==> config.mk <==
export PLATFORM = sky130hd
export DESIGN_NAME = dual_timer_capture_reload
export DESIGN_NICKNAME = d
export VERILOG_FILES = /design/src/timer_pkg.sv /design/src/cc_link_if.sv /design/src/capture_compare_channel.sv /design/src/dual_timer_capture_reload.sv
export SDC_FILE = /design/constraint.sdc
export NUM_CORES = 1
export LEC_CHECK = 0
export BUFFER_PORTS_ARGS = -buffer_cell sky130_fd_sc_hd__buf_2
export CORE_ASPECT_RATIO = 0.5
export CORE_MARGIN = 3
export CORE_UTILIZATION = 40
export CTS_BUF_LIST = sky130_fd_sc_hd__clkbuf_16
export CTS_CLUSTER_SIZE = 8
export DETAILED_ROUTE_END_ITERATION = 10
export MAX_ROUTING_LAYER = met4
export SLEW_MARGIN = 20
export SYNTH_ARGS = -nofsm -noshare
export SYNTH_HDL_FRONTEND = slang
export SYNTH_SLANG_ARGS = --single-unit
==> constraint.sdc <==
create_clock -name sys_clk -period 2.9 [get_ports sys_clk]
set_input_delay 0.29 -clock sys_clk [delete_from_list [all_inputs] [get_ports sys_clk]]
set_output_delay 0.29 -clock sys_clk [all_outputs]
set_load 0.005 [all_outputs]
==> src/timer_pkg.sv <==
package timer_pkg;
   // ---------------------------------------------
   // widths and offsets
   // ---------------------------------------------
   localparam int DATA_W = 16;
   localparam int ADDR_W = 8;
   localparam int NUM_CH = 2;
   localparam int PRE_W = 8;
   localparam logic [7:0] AUX_CTRL_OFF = 8'h00;
   localparam logic [7:0] CORE_CTRL_OFF = 8'h04;
   localparam logic [7:0] AUX_COUNT_OFF = 8'h08;
   localparam logic [7:0] CORE_COUNT_OFF = 8'h0C;
   localparam logic [7:0] CAPTURE_RELOAD_REGISTER_OFF = 8'h10;
   localparam logic [7:0] CH_BASE_OFF = 8'h14;
   localparam logic [7:0] CH_STRIDE = 8'h08;
   localparam logic [7:0] CH_VALUE_DELTA = 8'h04;
   localparam logic [7:0] STATUS_OFF = 8'h24;
   // ---------------------------------------------
   // timer control fields
   // ---------------------------------------------
   localparam int CTL_PRE_LSB = 0;
   localparam int CTL_SRC_LSB = 3;
   localparam int CTL_RUN = 5;
   localparam int CTL_DOWN = 6;
   localparam int CTL_EXTDIR = 7;
   localparam int CTL_TGL_OUT = 8;
   localparam int CTL_RELOAD = 9;
   localparam int CTL_CAP_CLR = 8;
   localparam int CTL_CAP_EDGE_LSB = 9;
   localparam int CTL_CAP_SRC_LSB = 11;
   // ---------------------------------------------
   // channel control fields
   // ---------------------------------------------
   localparam int CH_MODE_LSB = 0;
   localparam int CH_EDGE_LSB = 3;
   localparam int CH_TSEL = 5;
   // ---------------------------------------------
   // reset values and rates
   // ---------------------------------------------
   localparam logic [15:0] CTRL_RESET = 16'h0000;
   localparam logic [15:0] COUNT_RESET = 16'h0000;
   localparam logic [15:0] ALL_ONES = 16'hFFFF;
   localparam logic [PRE_W-1:0] PRE_RESET = 8'h00;
   localparam int MIN_CYCLES_PER_COUNT = 2;
   // ---------------------------------------------
   // pin indices
   // ---------------------------------------------
   localparam int PIN_N = 6;
   localparam int P_CAPTURE_INPUT_PIN = 0;
   localparam int P_AUX_CNT = 1;
   localparam int P_CORE_CNT = 2;
   localparam int P_CORE_DIR = 3;
   localparam int P_OTH_CNT = 4;
   localparam int P_OTH_DIR = 5;

   typedef enum logic [1:0] {SRC_PRESCALER, SRC_EXT_RISE, SRC_EXT_BOTH, SRC_LATCH} clk_src_t;
   typedef enum logic [2:0] {
      CH_OFF, CH_CAPTURE, CH_CMP_TOGGLE, CH_CMP_SET, CH_CMP_CLEAR, CH_CMP_PULSE, CH_CMP_EVENT
   } ch_mode_t;

   // ---------------------------------------------
   // shared arithmetic
   // ---------------------------------------------
   // sel 0 gives one tick per two clocks, each step doubles
   function automatic logic prescale_tick(input logic [PRE_W-1:0] cnt, input logic [2:0] sel);
      logic [PRE_W-1:0] mask;
      mask = 8'h01 << sel;
      mask = (mask << 1) - 8'h01;
      return &(cnt | ~mask);
   endfunction

   // msb flags the wrap past all ones or past zero
   function automatic logic [16:0] count_step(input logic [15:0] v, input logic down);
      if (down)
      begin
         return {v == COUNT_RESET, v - 16'h0001};
      end
      return {v == ALL_ONES, v + 16'h0001};
   endfunction
endpackage

==> src/cc_link_if.sv <==
interface cc_link_if;
   logic [15:0] aux_value;
   logic [15:0] core_value;
   logic aux_upd;
   logic core_upd;
   logic pin_rise;
   logic pin_fall;
   logic ctrl_wr;
   logic value_wr;
   logic [15:0] wdata;
   logic [15:0] ctrl;
   logic [15:0] value;
   logic out_level;
   logic req;
   modport timer_side (
      output aux_value, core_value, aux_upd, core_upd, pin_rise, pin_fall,
      output ctrl_wr, value_wr, wdata,
      input ctrl, value, out_level, req
   );
   modport channel_side (
      input aux_value, core_value, aux_upd, core_upd, pin_rise, pin_fall,
      input ctrl_wr, value_wr, wdata,
      output ctrl, value, out_level, req
   );
endinterface

==> src/capture_compare_channel.sv <==
module capture_compare_channel
   import timer_pkg::*;
(
   input wire logic sys_clk,
   input wire logic reset_n,
   cc_link_if.channel_side link
);
   logic [15:0] ctrl_reg;
   logic [15:0] value_reg;
   logic out_reg;
   logic req_reg;
   ch_mode_t mode;
   logic [1:0] edge_sel;
   logic [15:0] timer_val;
   logic timer_upd;
   logic is_cmp;
   logic cap_evt;
   logic match;

   // ---------------------------------------------
   // decode
   // ---------------------------------------------
   always_comb
   begin
      mode = ch_mode_t'(ctrl_reg[CH_MODE_LSB +: 3]);
      edge_sel = ctrl_reg[CH_EDGE_LSB +: 2];
      timer_val = ctrl_reg[CH_TSEL] ? link.core_value : link.aux_value;
      timer_upd = ctrl_reg[CH_TSEL] ? link.core_upd : link.aux_upd;
      is_cmp = (mode == CH_CMP_TOGGLE) || (mode == CH_CMP_SET) || (mode == CH_CMP_CLEAR)
         || (mode == CH_CMP_PULSE) || (mode == CH_CMP_EVENT);
      cap_evt = (mode == CH_CAPTURE)
         && ((edge_sel[0] && link.pin_rise) || (edge_sel[1] && link.pin_fall));
      match = is_cmp && timer_upd && (timer_val == value_reg);
   end

   // ---------------------------------------------
   // registers
   // ---------------------------------------------
   always_ff @(posedge sys_clk or negedge reset_n)
   begin
      if (!reset_n)
      begin
         ctrl_reg <= CTRL_RESET;
      end
      else if (link.ctrl_wr)
      begin
         ctrl_reg <= link.wdata;
      end
   end

   // the hardware capture beats a software write in the same cycle
   always_ff @(posedge sys_clk or negedge reset_n)
   begin
      if (!reset_n)
      begin
         value_reg <= COUNT_RESET;
      end
      else if (cap_evt)
      begin
         value_reg <= timer_val;
      end
      else if (link.value_wr)
      begin
         value_reg <= link.wdata;
      end
   end

   always_ff @(posedge sys_clk or negedge reset_n)
   begin
      if (!reset_n)
      begin
         req_reg <= 1'b0;
      end
      else
      begin
         req_reg <= cap_evt || match;
      end
   end

   always_ff @(posedge sys_clk or negedge reset_n)
   begin
      if (!reset_n)
      begin
         out_reg <= 1'b0;
      end
      else
      begin
         case (mode)
            CH_CMP_TOGGLE: out_reg <= out_reg ^ match;
            CH_CMP_SET: out_reg <= out_reg | match;
            CH_CMP_CLEAR: out_reg <= out_reg & ~match;
            CH_CMP_PULSE: out_reg <= match;
            CH_CMP_EVENT: out_reg <= out_reg;
            default: out_reg <= 1'b0;
         endcase
      end
   end

   assign link.ctrl = ctrl_reg;
   assign link.value = value_reg;
   assign link.out_level = out_reg;
   assign link.req = req_reg;
endmodule

==> src/dual_timer_capture_reload.sv <==
module dual_timer_capture_reload
   import timer_pkg::*;
(
   input wire logic sys_clk,
   input wire logic reset_n,
   input wire logic [ADDR_W-1:0] reg_addr,
   input wire logic [DATA_W-1:0] reg_wdata,
   input wire logic reg_wr,
   input wire logic reg_rd,
   output logic [DATA_W-1:0] reg_rdata,
   input wire logic capture_input_pin,
   input wire logic aux_count_pin,
   input wire logic core_count_pin,
   input wire logic core_direction_pin,
   input wire logic other_unit_count_input,
   input wire logic other_unit_direction_input,
   input wire logic [NUM_CH-1:0] cc_pin,
   output logic toggle_latch_output_pin,
   output logic core_overflow_tick,
   output logic capture_event,
   output logic [NUM_CH-1:0] cc_out,
   output logic [NUM_CH-1:0] cc_req
);
   localparam int SYNC_N = PIN_N + NUM_CH;

   logic [SYNC_N-1:0] s1_reg;
   logic [SYNC_N-1:0] s2_reg;
   logic [SYNC_N-1:0] s3_reg;
   logic [SYNC_N-1:0] filt_reg;
   logic [SYNC_N-1:0] filt_next;
   logic [SYNC_N-1:0] rise;
   logic [SYNC_N-1:0] fall;
   logic [SYNC_N-1:0] raw_pins;

   logic [PRE_W-1:0] pre_cnt_reg;
   logic [15:0] aux_ctrl_reg;
   logic [15:0] core_ctrl_reg;
   logic [15:0] aux_count_reg;
   logic [15:0] core_count_reg;
   logic [15:0] capture_reload_register_reg;
   logic latch_reg;
   logic latch_next;
   logic tgl_pin_reg;
   logic core_ovf_reg;
   logic cap_evt_reg;
   logic aux_upd_reg;
   logic core_upd_reg;
   logic [DATA_W-1:0] rdata_reg;

   logic core_tick;
   logic aux_tick;
   logic core_down;
   logic aux_down;
   logic [16:0] core_step;
   logic [16:0] aux_step;
   logic core_wrap;
   logic core_reload;
   logic cap_rise;
   logic cap_fall;
   logic cap_trig;
   logic cap_clear;
   logic [1:0] cap_edge;
   logic [NUM_CH-1:0][15:0] ch_ctrl;
   logic [NUM_CH-1:0][15:0] ch_value;
   logic [15:0] status_word;

   // ---------------------------------------------
   // pin synchronisers
   // ---------------------------------------------
   assign raw_pins = {cc_pin, other_unit_direction_input, other_unit_count_input,
      core_direction_pin, core_count_pin, aux_count_pin, capture_input_pin};

   // a level is taken only once stages two and three agree
   always_comb
   begin
      filt_next = (s2_reg & s3_reg) | (filt_reg & (s2_reg ^ s3_reg));
      rise = filt_next & ~filt_reg;
      fall = ~filt_next & filt_reg;
   end

   always_ff @(posedge sys_clk or negedge reset_n)
   begin
      if (!reset_n)
      begin
         s1_reg <= '0;
         s2_reg <= '0;
         s3_reg <= '0;
         filt_reg <= '0;
      end
      else
      begin
         s1_reg <= raw_pins;
         s2_reg <= s1_reg;
         s3_reg <= s2_reg;
         filt_reg <= filt_next;
      end
   end

   // ---------------------------------------------
   // prescaler
   // ---------------------------------------------
   always_ff @(posedge sys_clk or negedge reset_n)
   begin
      if (!reset_n)
      begin
         pre_cnt_reg <= PRE_RESET;
      end
      else
      begin
         pre_cnt_reg <= pre_cnt_reg + 8'h01;
      end
   end

   // ---------------------------------------------
   // count enables and direction
   // ---------------------------------------------
   always_comb
   begin
      case (clk_src_t'(core_ctrl_reg[CTL_SRC_LSB +: 2]))
         SRC_PRESCALER: core_tick = prescale_tick(pre_cnt_reg, core_ctrl_reg[CTL_PRE_LSB +: 3]);
         SRC_EXT_RISE: core_tick = rise[P_CORE_CNT];
         SRC_EXT_BOTH: core_tick = rise[P_CORE_CNT] | fall[P_CORE_CNT];
         default: core_tick = 1'b0;
      endcase
      core_tick = core_tick & core_ctrl_reg[CTL_RUN];
      core_down = core_ctrl_reg[CTL_EXTDIR] ? filt_reg[P_CORE_DIR] : core_ctrl_reg[CTL_DOWN];
      core_step = count_step(core_count_reg, core_down);
      core_wrap = core_tick & core_step[16];
      core_reload = core_wrap & core_ctrl_reg[CTL_RELOAD];
      latch_next = latch_reg ^ core_wrap;
   end

   always_comb
   begin
      case (clk_src_t'(aux_ctrl_reg[CTL_SRC_LSB +: 2]))
         SRC_PRESCALER: aux_tick = prescale_tick(pre_cnt_reg, aux_ctrl_reg[CTL_PRE_LSB +: 3]);
         SRC_EXT_RISE: aux_tick = rise[P_AUX_CNT];
         SRC_EXT_BOTH: aux_tick = rise[P_AUX_CNT] | fall[P_AUX_CNT];
         SRC_LATCH: aux_tick = core_wrap;
         default: aux_tick = 1'b0;
      endcase
      aux_tick = aux_tick & aux_ctrl_reg[CTL_RUN];
      // no direction pin exists, the extdir bit is ignored here
      aux_down = aux_ctrl_reg[CTL_DOWN];
      aux_step = count_step(aux_count_reg, aux_down);
   end

   // ---------------------------------------------
   // capture trigger for the reload register
   // ---------------------------------------------
   always_comb
   begin
      cap_edge = aux_ctrl_reg[CTL_CAP_EDGE_LSB +: 2];
      case (aux_ctrl_reg[CTL_CAP_SRC_LSB +: 2])
         2'h1:
         begin
            cap_rise = rise[P_OTH_CNT];
            cap_fall = fall[P_OTH_CNT];
         end
         2'h2:
         begin
            cap_rise = rise[P_OTH_DIR];
            cap_fall = fall[P_OTH_DIR];
         end
         2'h3:
         begin
            cap_rise = rise[P_OTH_CNT] | rise[P_OTH_DIR];
            cap_fall = fall[P_OTH_CNT] | fall[P_OTH_DIR];
         end
         default:
         begin
            cap_rise = rise[P_CAPTURE_INPUT_PIN];
            cap_fall = fall[P_CAPTURE_INPUT_PIN];
         end
      endcase
      cap_trig = (cap_edge[0] & cap_rise) | (cap_edge[1] & cap_fall);
      cap_clear = cap_trig & aux_ctrl_reg[CTL_CAP_CLR];
   end

   // ---------------------------------------------
   // control registers
   // ---------------------------------------------
   always_ff @(posedge sys_clk or negedge reset_n)
   begin
      if (!reset_n)
      begin
         aux_ctrl_reg <= CTRL_RESET;
         core_ctrl_reg <= CTRL_RESET;
      end
      else if (reg_wr)
      begin
         if (reg_addr == AUX_CTRL_OFF)
         begin
            aux_ctrl_reg <= reg_wdata;
         end
         if (reg_addr == CORE_CTRL_OFF)
         begin
            core_ctrl_reg <= reg_wdata;
         end
      end
   end

   // ---------------------------------------------
   // timers; hardware events beat software writes
   // ---------------------------------------------
   always_ff @(posedge sys_clk or negedge reset_n)
   begin
      if (!reset_n)
      begin
         core_count_reg <= COUNT_RESET;
      end
      else if (core_reload)
      begin
         core_count_reg <= capture_reload_register_reg;
      end
      else if (core_tick)
      begin
         core_count_reg <= core_step[15:0];
      end
      else if (reg_wr && reg_addr == CORE_COUNT_OFF)
      begin
         core_count_reg <= reg_wdata;
      end
   end

   always_ff @(posedge sys_clk or negedge reset_n)
   begin
      if (!reset_n)
      begin
         aux_count_reg <= COUNT_RESET;
      end
      else if (cap_clear)
      begin
         aux_count_reg <= COUNT_RESET;
      end
      else if (aux_tick)
      begin
         aux_count_reg <= aux_step[15:0];
      end
      else if (reg_wr && reg_addr == AUX_COUNT_OFF)
      begin
         aux_count_reg <= reg_wdata;
      end
   end

   always_ff @(posedge sys_clk or negedge reset_n)
   begin
      if (!reset_n)
      begin
         capture_reload_register_reg <= COUNT_RESET;
      end
      else if (cap_trig)
      begin
         capture_reload_register_reg <= aux_count_reg;
      end
      else if (reg_wr && reg_addr == CAPTURE_RELOAD_REGISTER_OFF)
      begin
         capture_reload_register_reg <= reg_wdata;
      end
   end

   // ---------------------------------------------
   // toggle latch and event outputs
   // ---------------------------------------------
   always_ff @(posedge sys_clk or negedge reset_n)
   begin
      if (!reset_n)
      begin
         latch_reg <= 1'b0;
         tgl_pin_reg <= 1'b0;
         core_ovf_reg <= 1'b0;
         cap_evt_reg <= 1'b0;
         aux_upd_reg <= 1'b0;
         core_upd_reg <= 1'b0;
      end
      else
      begin
         latch_reg <= latch_next;
         tgl_pin_reg <= latch_next & core_ctrl_reg[CTL_TGL_OUT];
         core_ovf_reg <= core_wrap;
         cap_evt_reg <= cap_trig;
         aux_upd_reg <= cap_clear | aux_tick;
         core_upd_reg <= core_tick;
      end
   end

   // ---------------------------------------------
   // capture/compare channels
   // ---------------------------------------------
   for (genvar i = 0; i < NUM_CH; i++)
   begin : g_ch
      localparam logic [7:0] CTRL_A = 8'(CH_BASE_OFF + 8'(i) * CH_STRIDE);
      cc_link_if link ();
      assign link.aux_value = aux_count_reg;
      assign link.core_value = core_count_reg;
      assign link.aux_upd = aux_upd_reg;
      assign link.core_upd = core_upd_reg;
      assign link.pin_rise = rise[PIN_N + i];
      assign link.pin_fall = fall[PIN_N + i];
      assign link.ctrl_wr = reg_wr && (reg_addr == CTRL_A);
      assign link.value_wr = reg_wr && (reg_addr == 8'(CTRL_A + CH_VALUE_DELTA));
      assign link.wdata = reg_wdata;
      assign ch_ctrl[i] = link.ctrl;
      assign ch_value[i] = link.value;
      assign cc_out[i] = link.out_level;
      assign cc_req[i] = link.req;
      capture_compare_channel u_ch (
         .sys_clk(sys_clk),
         .reset_n(reset_n),
         .link(link.channel_side)
      );
   end

   // ---------------------------------------------
   // read port; unmapped addresses read zero
   // ---------------------------------------------
   assign status_word = {13'h0000, core_down, aux_down, latch_reg};

   always_ff @(posedge sys_clk or negedge reset_n)
   begin
      if (!reset_n)
      begin
         rdata_reg <= '0;
      end
      else if (reg_rd)
      begin
         case (reg_addr)
            AUX_CTRL_OFF: rdata_reg <= aux_ctrl_reg;
            CORE_CTRL_OFF: rdata_reg <= core_ctrl_reg;
            AUX_COUNT_OFF: rdata_reg <= aux_count_reg;
            CORE_COUNT_OFF: rdata_reg <= core_count_reg;
            CAPTURE_RELOAD_REGISTER_OFF: rdata_reg <= capture_reload_register_reg;
            8'h14: rdata_reg <= ch_ctrl[0];
            8'h18: rdata_reg <= ch_value[0];
            8'h1C: rdata_reg <= ch_ctrl[1];
            8'h20: rdata_reg <= ch_value[1];
            STATUS_OFF: rdata_reg <= status_word;
            default: rdata_reg <= '0;
         endcase
      end
      else
      begin
         rdata_reg <= '0;
      end
   end

   assign reg_rdata = rdata_reg;
   assign toggle_latch_output_pin = tgl_pin_reg;
   assign core_overflow_tick = core_ovf_reg;
   assign capture_event = cap_evt_reg;
endmodule

==> flow_metrics.env <==
export IMPL_clk_pin_slew_ps=50
export IMPL_holdWs_ps=141
export IMPL_status="complete, but fails checks"
export IMPL_ir_drop_uv=413
export IMPL_r2r_slack_ps=-130
export IMPL_rr_worst_depth=13
export IMPL_diodes=0
export IMPL_cp_cell_sequence="buf_12, buf_12, mux2i_2, xnor2_1, nor4_1, nand4_1, nor4_2, inv_1, ha_1, o21ai_1, o22ai_1, nand2_1, o21ai_2"
export IMPL_grt_max_degree=95
export IMPL_synth_cell_types=77
export IMPL_start_util_pct=41.1
export IMPL_nNetsFinal=1387
export IMPL_worst_pin_slew_ps=902
export IMPL_design_core_area_sq_um=29400
export IMPL_rows=44
export IMPL_ioPinCount=59
export IMPL_remaining_drc_errors=0
export IMPL_netlist_area_sq_um=12100
export IMPL_clock_path_buffers=3
export IMPL_whs_path_depth=3
export IMPL_crit_slowest_cell="nor4_2"
export IMPL_syn_inst=1173
export IMPL_endpoint_kind="register"
export IMPL_hpwl_mm=27.8
export IMPL_cp_num_buf_inv=3
export IMPL_r2r_end="g_ch[1].u_ch.link.out_level"
export IMPL_max_stage_delay_ps=400
export IMPL_violations="setup timing"
export IMPL_drt_pass1_iter_count=8
export IMPL_min_period_ps=3030
export IMPL_avgSynthCellArea_sq_um=10.3
export IMPL_avgViaCountPerCell=6.09
export IMPL_synth_seq_cells=210
export IMPL_r2r_start="g_ch[1].u_ch.link.ctrl[5]"
export IMPL_io_buffers=58
export IMPL_die_h_um=129
export IMPL_areaGrowthSynthToFinish_pct=21.9
export IMPL_final_max_slew_viol_count=0
export IMPL_hold_class="primary input to register"
export IMPL_setup_worst_path_start_class="register"
export IMPL_hold_start="reg_wdata[1]"
export IMPL_fin_crit_sh_pct=105
export IMPL_leakagePower_uw=0.00667
export IMPL_yosysWarnings=0
export IMPL_cts_tree="yes"
export IMPL_synthArstFlopShare_pct=100
export IMPL_grt_first_pass_wirelength_mm=60.8
export IMPL_drt_antenna_violating_nets=0
export IMPL_worst_skew_pair_late_latency_ps=560
export IMPL_fin_cells=1698
export IMPL_final_util_pct=50.2
export IMPL_track_usage_pct=25.1
export IMPL_setup_tns_ps=-368
export IMPL_die_area_sq_um=32500
export IMPL_cts_root_buf="clkbuf_16"
export IMPL_cp_arrival_ps=3470
export IMPL_drive_gt1_share_pct=29.7
export IMPL_first_iter_violations=967
export IMPL_min_to="aux_count_reg[1]"
export IMPL_synth_edf_count=0
export IMPL_relSlewSlack_pct=39.7
export IMPL_syn_nets=1253
export IMPL_vias=10344
export IMPL_worstSetupPathType="register to register"
export IMPL_cts_htree_levels=1
export IMPL_hold_violations=0
export IMPL_maxCapViolCount=0
export IMPL_crit_top_cell="buf_12"
export IMPL_setup_viol=7
export IMPL_die_x_um=252
export IMPL_cpLargestDelayFamily="simple AND/OR/NAND/NOR gates"
export IMPL_overflow=0
export IMPL_drt_total_wl_mm=39.9
export IMPL_routedWlPerCell_um=23.5
export IMPL_worst_ep_required_time_ps=3340
export IMPL_placedCellCount=1636
export IMPL_cts_sinks=210
export IMPL_setup_ws_ps=-134
export IMPL_ys_seq_area_share_pct=43.5
export IMPL_numCtsBuffers=30
export IMPL_grt_antenna_before_repair=0
export IMPL_skew_ps=26.7
export IMPL_gp_congestion=0.963
export IMPL_rsz0062_at_grt="yes"
export IMPL_place_ws_ps=-174
export IMPL_p_per_area_nw_per_um2=638
export IMPL_cp_max_fo=9
export IMPL_grt_pass1_vias=10132
export IMPL_timing_fmax_mhz=330
export IMPL_synth_main_ff_cell="dfrtp_1"
[through the flow]
step                instance area, sq um  power (uW)
CTS                                14200        9170
global route                       14700        9850
detailed placement                 13300        6010
floorplan                          12100        5080
global placement                   13300        5950
finish                             14700        9410
[worst min-delay path, delay by kind of cell]
family / cells / cell delay [ps]
AOI/OAI and AO/OA: 1 / 80
buffers and inverters: 1 / 180
and+or+nand+nor: 1 / 90
[final cells by class]
type | count | area (sq um)
Fill cell | 2651 | 14700
Clock inverter | 1 | 8.76
Inverter | 30 | 118
Clock buffer | 31 | 776
Multi-Input combinational cell | 859 | 6760
Timing Repair Buffer | 176 | 1340
Sequential cell | 210 | 5260
Tap cell | 391 | 489
[cells in the mapped netlist (all sizes together) (4+ instances only)]
library cell	n	area share [%]
o22ai	4	0.26
nand3	21	0.91
o21a	6	0.37
ha	42	4.3
nor2	72	2.3
clkbuf	48	1.5
and3	8	0.41
a221oi	22	1.6
o21ai	80	3.3
mux2i	59	5.0
dfrtp	210	43
a2111oi	4	0.29
nor2b	7	0.36
xor2	10	0.72
xnor2	49	3.5
o31ai	7	0.48
a22o	19	1.4
buf	26	1.6
or3	4	0.21
nand4	9	0.47
nor4	17	0.88
nand2b	6	0.31
a21oi	47	1.9
a311oi	16	1.4
a31oi	22	1.1
mux2	102	9.5
a211oi	5	0.31
nand2	107	3.3
inv	29	0.90
nand3b	9	0.56
a222oi	13	1.1
nor3	14	0.58
a21boi	4	0.28
a21o	18	1.1
a22oi	17	1.1
[how the worst max path moves through the flow]
stage                     cells past startpoint  slack [ps]                 startpoint                          end
after floorplan                              11         -50           core_ctrl_reg[7]           core_count_reg[15]
after global placement                       12         -90  g_ch[0].u_ch.link.ctrl[5]  g_ch[0].u_ch.link.out_level
after detailed placement                     11        -170           core_ctrl_reg[7]           core_count_reg[14]
after CTS                                    11         -20           core_ctrl_reg[7]           core_count_reg[14]
after global routing                         14        -190  g_ch[1].u_ch.link.ctrl[5]  g_ch[1].u_ch.link.out_level
final                                        13        -130  g_ch[1].u_ch.link.ctrl[5]  g_ch[1].u_ch.link.out_level
[power by group]
group	internal, uW	switching (uW)	leakage, uW
combinational	1250	1330	0.00375
sequential	3240	528	0.00254
clock	1850	1230	0.000386
[metal layers]
metal  up-vias  global-route usage [%]  routed length, um
met2       459                    38.6              17900
li1       4613                       -                  -
met4         0                    7.04               1090
met1      5200                    34.0              17900
met3        72                    4.97               3060
met5         -                       -                  0
[cells by family (layout without fill, tap and decap cells)]
family | Yosys count | in the layout | share of synthesized area, %
AOI/OAI and AO/OA | 307 | 307 | 17.8
and+or+nand+nor | 288 | 288 | 11.3
DFF | 210 | 210 | 43.5
buffers and inverters | 104 | 238 | 4.00
adders and majority gates | 44 | 44 | 4.68
muxes | 161 | 161 | 14.5
xor gates and xnor gates | 59 | 59 | 4.27
[layout by cell type, fill, tap and decap left out, drive strengths merged, types with 4 or more instances in the layout]
cell,synthesis,routed
a2111oi,4,4
a211oi,5,5
a21boi,4,4
a21o,18,18
a21oi,47,47
a221oi,22,22
a222oi,13,13
a22o,19,19
a22oi,17,17
a311oi,16,16
a31oi,22,22
and3,8,8
buf,26,166
clkbuf,48,32
dfrtp,210,210
dlygate4sd3,0,9
ha,42,42
inv,29,29
mux2,102,102
mux2i,59,59
nand2,107,107
nand2b,6,6
nand3,21,21
nand3b,9,9
nand4,9,9
nor2,72,72
nor2b,7,7
nor3,14,14
nor4,17,17
o21a,6,6
o21ai,80,80
o22ai,4,4
o31ai,7,7
or3,4,4
xnor2,49,49
xor2,10,10
[what timing repair did]
| item | in CTS | in global routing |
|---|---|---|
| endpoints found under the hold margin | 98 | 0 |
| hold buffers | 9 | 0 |
| resized for setup | 20 | 67 |
| buffers inserted | 2 | 18 |
| pin swaps | 12 | 29 |
| cloned | 0 | 1 |
| setup endpoints to repair | 9 | 21 |
Power figures use the tool's default switching activity.
